==> src/par_rx_pkg.sv <==
// shared constants and types for the parallel byte receiver
package par_rx_pkg;

  // clock period of mclk
  localparam longint CLK_NS       = 4;
  // handshake times, as specified, in their own units
  localparam longint BUSY_MIN_NS  = 10000;      // least busy-on time, 10.0 us
  localparam longint IMAGE_NS     = 143000;     // typical busy, image/font data
  localparam longint TEXT_NS      = 2000000;    // typical busy, text data
  localparam longint BUSY_MAX_MS  = 10000;      // longest busy-on time, 10 s
  localparam longint ACK_MIN_NS   = 4500;       // least ack width, 4.5 us
  localparam longint ACK_MAX_NS   = 5000;       // longest ack width, 5 us
  localparam longint REL_TYP_NS   = 100;        // ack-off to busy-off, 0.1 us
  localparam longint NS_PER_MS    = 1000000;

  // cycle counts; least times round up, longest times round down
  localparam logic [31:0] BUSY_MIN_CYC = 32'((BUSY_MIN_NS + CLK_NS - 1) / CLK_NS);
  localparam logic [31:0] IMAGE_CYC    = 32'((IMAGE_NS + CLK_NS - 1) / CLK_NS);
  localparam logic [31:0] TEXT_CYC     = 32'((TEXT_NS + CLK_NS - 1) / CLK_NS);
  localparam logic [31:0] BUSY_MAX_CYC = 32'((BUSY_MAX_MS * NS_PER_MS) / CLK_NS);
  localparam logic [31:0] ACK_CYC      = 32'((ACK_MIN_NS + CLK_NS - 1) / CLK_NS);
  localparam logic [31:0] ACK_MAX_CYC  = 32'(ACK_MAX_NS / CLK_NS);
  localparam logic [31:0] REL_CYC      = 32'((REL_TYP_NS + CLK_NS - 1) / CLK_NS);

  // widths and reset levels
  localparam int         BYTE_W     = 8;
  localparam int         FIFO_DEPTH = 16;
  localparam logic [31:0] CNT_ZERO  = 32'h0000_0000;
  localparam logic [31:0] CNT_ONE   = 32'h0000_0001;
  localparam logic       PIN_IDLE   = 1'b1;     // idle level of low-true pins
  localparam logic       AUX_LEVEL  = 1'b0;

  // handshake sequencer, gray along idle-busy-ack-release
  typedef enum logic [1:0] {
    ST_IDLE = 2'h0,
    ST_BUSY = 2'h1,
    ST_ACK  = 2'h3,
    ST_REL  = 2'h2
  } rx_state_type;

  // pins driven by the host
  typedef struct packed {
    logic              strobe_n;
    logic              init_n;
    logic [BYTE_W-1:0] data;     // bit 0 is data line 1
  } host_in_type;

  // pins driven toward the host
  typedef struct packed {
    logic busy;
    logic ack_n;
    logic aux_output_low;
  } host_out_type;

endpackage

==> src/parallel_byte_receive_handshake.sv <==
// parallel byte receiver: handshake sequencer and its byte fifo
`timescale 1ns/100ps

////////////////////////////////////////////////////////////////////////////////
// byte fifo with a registered output stage
module byte_fifo #(
  parameter int WIDTH = 8,
  parameter int DEPTH = 16
) (
  input  wire logic             mclk,
  input  wire logic             resetn,
  input  wire logic             flush,
  input  wire logic             in_valid,
  input  wire logic [WIDTH-1:0] in_data,
  output logic                  in_ready,
  output logic                  out_valid,
  output logic [WIDTH-1:0]      out_data,
  input  wire logic             out_ready
);
  localparam int AW = $clog2(DEPTH);

  typedef struct packed {
    logic [DEPTH-1:0][WIDTH-1:0] mem;
    logic [AW-1:0]               wr_ptr;
    logic [AW-1:0]               rd_ptr;
    logic [AW:0]                 count;
    logic                        ov;
    logic [WIDTH-1:0]            od;
  } fifo_state_type;

  fifo_state_type f_reg;
  fifo_state_type f_next;
  logic           push;
  logic           load;

  // full is honest: the output stage only takes words the array already holds
  assign in_ready  = (f_reg.count != (AW+1)'(DEPTH));
  assign out_valid = f_reg.ov;
  assign out_data  = f_reg.od;
  assign push      = in_valid && in_ready;
  assign load      = (f_reg.count != '0) && (!f_reg.ov || out_ready);

  // pointer and output stage update
  always_comb begin
    f_next = f_reg;
    if (out_ready && f_reg.ov) begin
      f_next.ov = 1'b0;
    end
    if (push) begin
      f_next.mem[f_reg.wr_ptr] = in_data;
      f_next.wr_ptr            = f_reg.wr_ptr + AW'(1);
    end
    if (load) begin
      f_next.ov     = 1'b1;
      f_next.od     = f_reg.mem[f_reg.rd_ptr];
      f_next.rd_ptr = f_reg.rd_ptr + AW'(1);
    end
    f_next.count = f_reg.count + (AW+1)'(push) - (AW+1)'(load);
    if (flush) begin
      f_next.wr_ptr = '0;
      f_next.rd_ptr = '0;
      f_next.count  = '0;
      f_next.ov     = 1'b0;
    end
  end

  // state register
  always_ff @(posedge mclk) begin
    if (!resetn) begin
      f_reg <= '0;
    end else begin
      f_reg <= f_next;
    end
  end

endmodule // byte_fifo

////////////////////////////////////////////////////////////////////////////////
// What this block does
// aux output held low while powered
// host strobe low 0.5 to 500 us
// busy rises within 0.5 us of strobe
// online busy lasts 10 us to 10 s
// busy typically 143 us image, 2 ms text
// busy falls after ack ends, ~0.1 us
// ack low pulse 4.5 to 5 us
// host may restart once busy low
// data line 1 is lsb, line 8 msb
// ack issued before busy falls; busy drops with no ack when init ends
// one ack on going online
// init input fully reinitialises receiver
// sync strobe, latch byte on falling edge
module parallel_byte_receive_handshake #(
  parameter logic [31:0] HOLD_IMAGE_CYC = par_rx_pkg::IMAGE_CYC,
  parameter logic [31:0] HOLD_TEXT_CYC  = par_rx_pkg::TEXT_CYC,
  parameter logic [31:0] BUSY_LIMIT_CYC = par_rx_pkg::BUSY_MAX_CYC
) (
  input  wire logic                      mclk,
  input  wire logic                      resetn,
  input  wire par_rx_pkg::host_in_type   host_in,
  input  wire logic                      online,
  input  wire logic                      text_mode,
  output par_rx_pkg::host_out_type       host_out,
  output logic                           byte_valid,
  output logic [par_rx_pkg::BYTE_W-1:0]  byte_data,
  input  wire logic                      byte_ready,
  output logic                           overrun
);
  import par_rx_pkg::*;

  typedef struct packed {
    host_in_type       pin_s1;    // first sync stage, read only by pin_s2
    host_in_type       pin_s2;
    logic              strobe_s3; // previous strobe for edge detect
    logic              online_s1;
    logic              online_s2;
    logic              online_s3;
    rx_state_type      state;
    logic [31:0]       cnt;
    logic              pushed;
    logic [BYTE_W-1:0] rx_byte;
    host_out_type      pins;
    logic              overrun;
  } rx_type;

  rx_type      r_reg;
  rx_type      r_next;
  logic        strobe_fall;
  logic        online_rise;
  logic        init_act;
  logic        push;
  logic        fifo_in_ready;
  logic [31:0] hold_cyc;

  // never wait less than the least busy time, whatever the typical figure
  assign hold_cyc = text_mode ? HOLD_TEXT_CYC : HOLD_IMAGE_CYC;

  // edge detection works only on the second stage and beyond
  assign strobe_fall = r_reg.strobe_s3 && !r_reg.pin_s2.strobe_n;
  assign online_rise = r_reg.online_s2 && !r_reg.online_s3;
  assign init_act    = !r_reg.pin_s2.init_n;
  assign push        = (r_reg.state == ST_BUSY) && !r_reg.pushed;

  // output ports straight from the state flops
  assign host_out = r_reg.pins;
  assign overrun  = r_reg.overrun;

  // sequencer next state
  always_comb begin
    r_next           = r_reg;
    r_next.pin_s1    = host_in;
    r_next.pin_s2    = r_reg.pin_s1;
    r_next.strobe_s3 = r_reg.pin_s2.strobe_n;
    r_next.online_s1 = online;
    r_next.online_s2 = r_reg.online_s1;
    r_next.online_s3 = r_reg.online_s2;
    // aux pin constant
    r_next.pins.aux_output_low = AUX_LEVEL;
    if (push && fifo_in_ready) begin
      r_next.pushed = 1'b1;
    end
    case (r_reg.state)
      ST_IDLE: begin
        r_next.cnt = CNT_ZERO;
        if (online_rise) begin
          // ack on going online
          r_next.pins.ack_n = 1'b0;
          r_next.pins.busy  = 1'b1;
          r_next.state      = ST_ACK;
        end else if (!r_reg.online_s2) begin
          r_next.pins.busy = 1'b1;     // offline: refuse bytes
        end else if (strobe_fall) begin
          // latch byte on edge
          // line 1 lands in bit 0
          r_next.rx_byte   = r_reg.pin_s2.data;
          r_next.pushed    = 1'b0;
          // busy one cycle later
          r_next.pins.busy = 1'b1;
          r_next.state     = ST_BUSY;
        end
      end
      ST_BUSY: begin
        r_next.cnt = r_reg.cnt + CNT_ONE;
        // hold at least minimum
        // typical hold per mode
        if (r_reg.cnt + CNT_ONE >= BUSY_MIN_CYC && r_reg.cnt + CNT_ONE >= hold_cyc
            && (r_reg.pushed || (push && fifo_in_ready))) begin
          r_next.cnt        = CNT_ZERO;
          // ack before busy falls
          r_next.pins.ack_n = 1'b0;
          r_next.state      = ST_ACK;
        end else if (r_reg.cnt + CNT_ONE >= BUSY_LIMIT_CYC) begin
          // give up once busy reaches the 10 s limit, byte dropped
          r_next.cnt        = CNT_ZERO;
          r_next.overrun    = r_reg.overrun || !r_reg.pushed;
          r_next.pushed     = 1'b1;
          r_next.pins.ack_n = 1'b0;
          r_next.state      = ST_ACK;
        end
      end
      ST_ACK: begin
        r_next.cnt = r_reg.cnt + CNT_ONE;
        // ack width in range
        if (r_reg.cnt + CNT_ONE >= ACK_CYC) begin
          r_next.cnt        = CNT_ZERO;
          r_next.pins.ack_n = PIN_IDLE;
          r_next.state      = ST_REL;
        end
      end
      ST_REL: begin
        r_next.cnt = r_reg.cnt + CNT_ONE;
        // busy after ack ends
        if (r_reg.cnt + CNT_ONE >= REL_CYC) begin
          r_next.cnt       = CNT_ZERO;
          r_next.pins.busy = !r_reg.online_s2;
          r_next.state     = ST_IDLE;
        end
      end
      default: begin
        r_next.state = ST_IDLE;
      end
    endcase
    // init reinitialises all but the sync stages and the latched byte
    if (init_act) begin
      r_next.state      = ST_IDLE;
      r_next.cnt        = CNT_ZERO;
      r_next.pushed     = 1'b1;
      r_next.overrun    = 1'b0;
      r_next.pins.ack_n = PIN_IDLE;
      r_next.pins.busy  = 1'b1;   // busy through init; released once init ends while online
    end else if (r_reg.state == ST_IDLE && r_reg.online_s2 && !online_rise
                 && !strobe_fall && r_reg.pins.ack_n) begin
      r_next.pins.busy = r_next.pins.busy && (r_next.state != ST_IDLE);
    end
  end

  // state register, synchronous reset
  always_ff @(posedge mclk) begin
    if (!resetn) begin
      r_reg <= '{pin_s1: '{PIN_IDLE, PIN_IDLE, '0}, pin_s2: '{PIN_IDLE, PIN_IDLE, '0},
                 strobe_s3: PIN_IDLE, online_s1: 1'b0, online_s2: 1'b0,
                 online_s3: 1'b0, state: ST_IDLE, cnt: CNT_ZERO, pushed: 1'b1,
                 rx_byte: '0, pins: '{1'b1, PIN_IDLE, AUX_LEVEL}, overrun: 1'b0};
    end else begin
      r_reg <= r_next;
    end
  end

  // received bytes wait here; a full fifo stretches busy
  byte_fifo #(
    .WIDTH (BYTE_W),
    .DEPTH (FIFO_DEPTH)
  ) u_fifo (
    .mclk      (mclk),
    .resetn    (resetn),
    .flush     (init_act),
    .in_valid  (push),
    .in_data   (r_reg.rx_byte),
    .in_ready  (fifo_in_ready),
    .out_valid (byte_valid),
    .out_data  (byte_data),
    .out_ready (byte_ready)
  );

  //////////////////////////////////////////////////////////////////////////////
  // checks
  localparam int C_REL_GAP = int'(REL_CYC) - 1; // busy samples after the first
  logic [31:0] busy_run;
  logic [31:0] ack_run;
  logic        accepting;

  assign accepting = (r_reg.state == ST_IDLE) && r_reg.online_s2 && !online_rise
                     && !init_act && strobe_fall;

  // cycle counters seen only by assertions
  always_ff @(posedge mclk) begin
    if (!resetn) begin
      busy_run <= CNT_ZERO;
      ack_run  <= CNT_ZERO;
    end else begin
      busy_run <= (r_reg.state == ST_BUSY) ? busy_run + CNT_ONE : CNT_ZERO;
      ack_run  <= !host_out.ack_n ? ack_run + CNT_ONE : CNT_ZERO;
    end
  end
endmodule // parallel_byte_receive_handshake

==> config.mk <==
export PLATFORM = sky130hd
export DESIGN_NAME = parallel_byte_receive_handshake
export DESIGN_NICKNAME = d
export VERILOG_FILES = /design/src/par_rx_pkg.sv /design/src/parallel_byte_receive_handshake.sv
export SDC_FILE = /design/constraint.sdc
export NUM_CORES = 1
export LEC_CHECK = 0
export ABC_AREA = 1
export BUFFER_PORTS_ARGS = -buffer_cell sky130_fd_sc_hd__buf_2
export CORE_ASPECT_RATIO = 0.8
export CORE_UTILIZATION = 40
export CTS_BUF_LIST = sky130_fd_sc_hd__clkbuf_4 sky130_fd_sc_hd__clkbuf_8 sky130_fd_sc_hd__clkbuf_16
export DETAILED_ROUTE_END_ITERATION = 6
export PLACE_DENSITY = 0.55
export SETUP_SLACK_MARGIN = 0.3
export SLEW_MARGIN = 0
export SYNTH_ARGS = -nofsm -noshare
export SYNTH_HDL_FRONTEND = slang
export SYNTH_SLANG_ARGS = --single-unit
==> constraint.sdc <==
create_clock -name mclk -period 5.4 [get_ports mclk]
set_input_delay 0.81 -clock mclk [delete_from_list [all_inputs] [get_ports mclk]]
set_output_delay 0.81 -clock mclk [all_outputs]
set_load 0.03 [all_outputs]
==> results.sh <==
export IMPL_cts_tree="yes"
export IMPL_crit_path_top_delay_cell="nand2_2"
export IMPL_placed_area_um2=11000
export IMPL_switching_share_pct=30.6
export IMPL_rsz0062_at_grt="no"
export IMPL_setup_viol=0
export IMPL_initial_core_util_pct=40.7
export IMPL_via_per_inst=5.17
export IMPL_yosysWarnings=0
export IMPL_final_nets=1568
export IMPL_grt_pass1_vias=8867
export IMPL_ys_ff_latch=220
export IMPL_synthesis_area_um2=10700
export IMPL_comb_power_share_pct=20.8
export IMPL_design_area_um2=11800
export IMPL_cts_setup_buffers=0
export IMPL_final_max_slew_viol_count=0
export IMPL_largest_reg_flops=141
export IMPL_period_minus_slack_ns=3.75
export IMPL_postRouteAntennaNets=0
export IMPL_grt_pass1_wl_mm=48.2
export IMPL_diodes=0
export IMPL_end_kind="register"
export IMPL_clk_pin_slew_ns=0.06
export IMPL_layout_commonest_cell="nand2_1"
export IMPL_finalHoldViolations=0
export IMPL_clkLatencyLatePin_ns=0.51
export IMPL_fin_hold_ws_ns=0.408
export IMPL_ir_drop_v=0.000316
export IMPL_routabilityCongestion=0.862
export IMPL_drive_above_1_share_pct=9.31
export IMPL_grt_usage_pct=22.3
export IMPL_tns_ns=0
export IMPL_netlist_instances=1558
export IMPL_cts_hold_fix_buffers=0
export IMPL_dp_hpwl_mm=19.4
export IMPL_synth_top_area_share_pct=41.2
export IMPL_synth_top_cell_by_area="dfxtp_1"
export IMPL_p_total_w=0.00446
export IMPL_wl_per_cell_um=15.9
export IMPL_grt_max_degree=95
export IMPL_num_rows=53
export IMPL_cts_sink_count=220
export IMPL_cp_cell_sequence="nand2_1 -> nor2_1 -> nand2_1 -> nor2_4 -> nand2_1 -> nand2_1 -> nand2_1 -> ha_1 -> nand4_1 -> nor2_1 -> nand2_1 -> nor2_1 -> nand3_1 -> o21ai_0 -> nand2_1 -> nand3_1 -> nand2_1 -> nand2_2 -> nand3_2 -> nand2_2 -> nor2_1"
export IMPL_p_clk_share_pct=40.8
export IMPL_wirelength_mm=30.2
export IMPL_dieHeight_um=148
export IMPL_cts_buffers=25
export IMPL_hold_class="register to register"
export IMPL_dieArea_um2=27400
export IMPL_max_freq_mhz=267
export IMPL_fin_ws_ns=1.65
export IMPL_status="complete, no violations"
export IMPL_ioPinCount=28
export IMPL_skew_ns=0.00693
export IMPL_crit_type="register to register"
export IMPL_first_iter_violations=866
export IMPL_relSlewSlack_pct=31.9
export IMPL_power_density_nw_per_um2=377
export IMPL_critPathRequiredTime_ns=5.77
export IMPL_p_int_w=0.00309
export IMPL_crit_family="simple AND/OR/NAND/NOR gates"
export IMPL_via_count=9842
export IMPL_drc=0
export IMPL_seqPwrFrac_pct=38.5
export IMPL_max_stage_delay_ns=0.73
export IMPL_yosysSeqAreaShare_pct=41.2
export IMPL_mostFrequentLayoutCells="nand2_1 (297), dfxtp_1 (219), a21oi_1 (206)"
export IMPL_ys_top_cells_by_area="dfxtp_1 (41%), nand2_1 (10%), a21oi_1 (9.6%)"
export IMPL_overflow=0
export IMPL_clock_path_buffers=3
export IMPL_avgSynthCellArea_um2=6.87
export IMPL_core_um2=26300
export IMPL_cp_arrival_ns=4.11
export IMPL_antenna_found_initial=0
export IMPL_synthToLayoutAreaGrowth_pct=10.6
export IMPL_tightest_slew_ns=1.02
export IMPL_dp_slack_ns=1.72
export IMPL_synth_nets=1596
export IMPL_drv_cap=0
export IMPL_start_kind="register"
export IMPL_h_tree_depth=1
export IMPL_crit_path_frequent_cell="nand2_1"
export IMPL_cp_buffers_inverters=0
export IMPL_first_pass_iters=6
export IMPL_power_switching_w=0.00136
export IMPL_cts_root_buf="clkbuf_16"
export IMPL_post_route_period_util_pct=69.4
export IMPL_crit_fanout=31
export IMPL_leakage_nw=4.51
export IMPL_die_width_um=185
export IMPL_ys_types=35
export IMPL_cts_resized=0
export IMPL_port_buffers=26
-- final timing paths --
path         startpoint          to  slack (ns)  depth (start not counted)
min reg2reg  r_next[48]  r_next[47]        0.41                          2
max reg2reg   r_reg[19]   r_reg[13]        1.65                         21
min          r_next[48]  r_next[47]        0.41                          2
max           r_reg[19]   r_reg[13]        1.65                         21
-- per-stage QoR --
stage          utilization (%)  cells
6_report                  45.1   1904
3_5_place_dp              41.7   1860
3_3_place_gp              41.7   1860
4_1_cts                   45.1   1904
5_1_grt                   45.1   1904
2_1_floorplan                -   1558
-- kinds of logic (layout without fill, tap and decap cells) --
family	Yosys count	after routing	synth area share [%]
and+or+nand+nor	644	644	26.7
adders and majority gates	23	23	2.76
xor gates and xnor gates	5	5	0.409
other	1	1	0.0350
DFF	220	220	41.2
buffers and inverters	283	272	10.5
AOI/OAI and AO/OA	382	382	18.4
-- synthesized netlist by cell type --
cell type,n
nand4_1,9
o21ai_0,151
buf_1,1
nand3_2,1
nand2_2,9
dfxtp_1,220
ha_1,22
nand3b_1,7
inv_1,186
buf_4,11
a21boi_0,1
nor2_4,4
nand4_2,1
clkbuf_1,77
xor2_1,3
and2_2,1
a31oi_1,1
and3_1,1
o21bai_1,3
a211oi_1,1
inv_2,3
xnor2_1,2
nor2_2,36
or2_2,5
conb_1,1
clkinv_1,2
nor3_1,4
fa_1,1
a21oi_1,206
nor2_1,105
nand2_1,297
o211ai_1,19
buf_6,3
and2_1,1
nand3_1,163
-- worst register-to-register path: stages, from the launching register on --
cell     delay, ns
dfxtp_1       0.44
nand2_1       0.13
nor2_1        0.25
nand2_1       0.19
nor2_4        0.16
nand2_1       0.06
nand2_1       0.06
nand2_1       0.14
ha_1          0.36
nand4_1       0.10
nor2_1        0.09
nand2_1       0.06
nor2_1        0.09
nand3_1       0.07
o21ai_0       0.15
nand2_1       0.07
nand3_1       0.09
nand2_1       0.08
nand2_2       0.11
nand3_2       0.07
nand2_2       0.73
nor2_1        0.08
-- layer usage --
layer / track usage, % / share of wire, % / vias to the layer above
li1: - / - / 5011
met1: 35.2 / 53 / 4514
met2: 31.7 / 40 / 284
met3: 3.23 / 6.3 / 33
met4: 4.38 / 1.5 / 0
met5: 0 / 0 / -
-- layout make-up --
type                    instances  area [um2]
well taps                     357         447
repair buffers                 37         213
inverters                     191         717
multi-input cells            1055        5170
clock buffers                  32         684
flip-flops and latches        220        4410
fillers                      2713       14400
clock inverters                12         193
-- power groups by stage --
stage	Clock [W]	Combinational, W	Sequential [W]
after floorplan	0	0.000681	0.00175
after global placement	0	0.000916	0.00175
after detailed placement	0	0.000920	0.00175
after CTS	0.00185	0.000924	0.00172
after global routing	0.00192	0.00103	0.00172
final	0.00182	0.000926	0.00172
(Power assumes the default switching activity.)
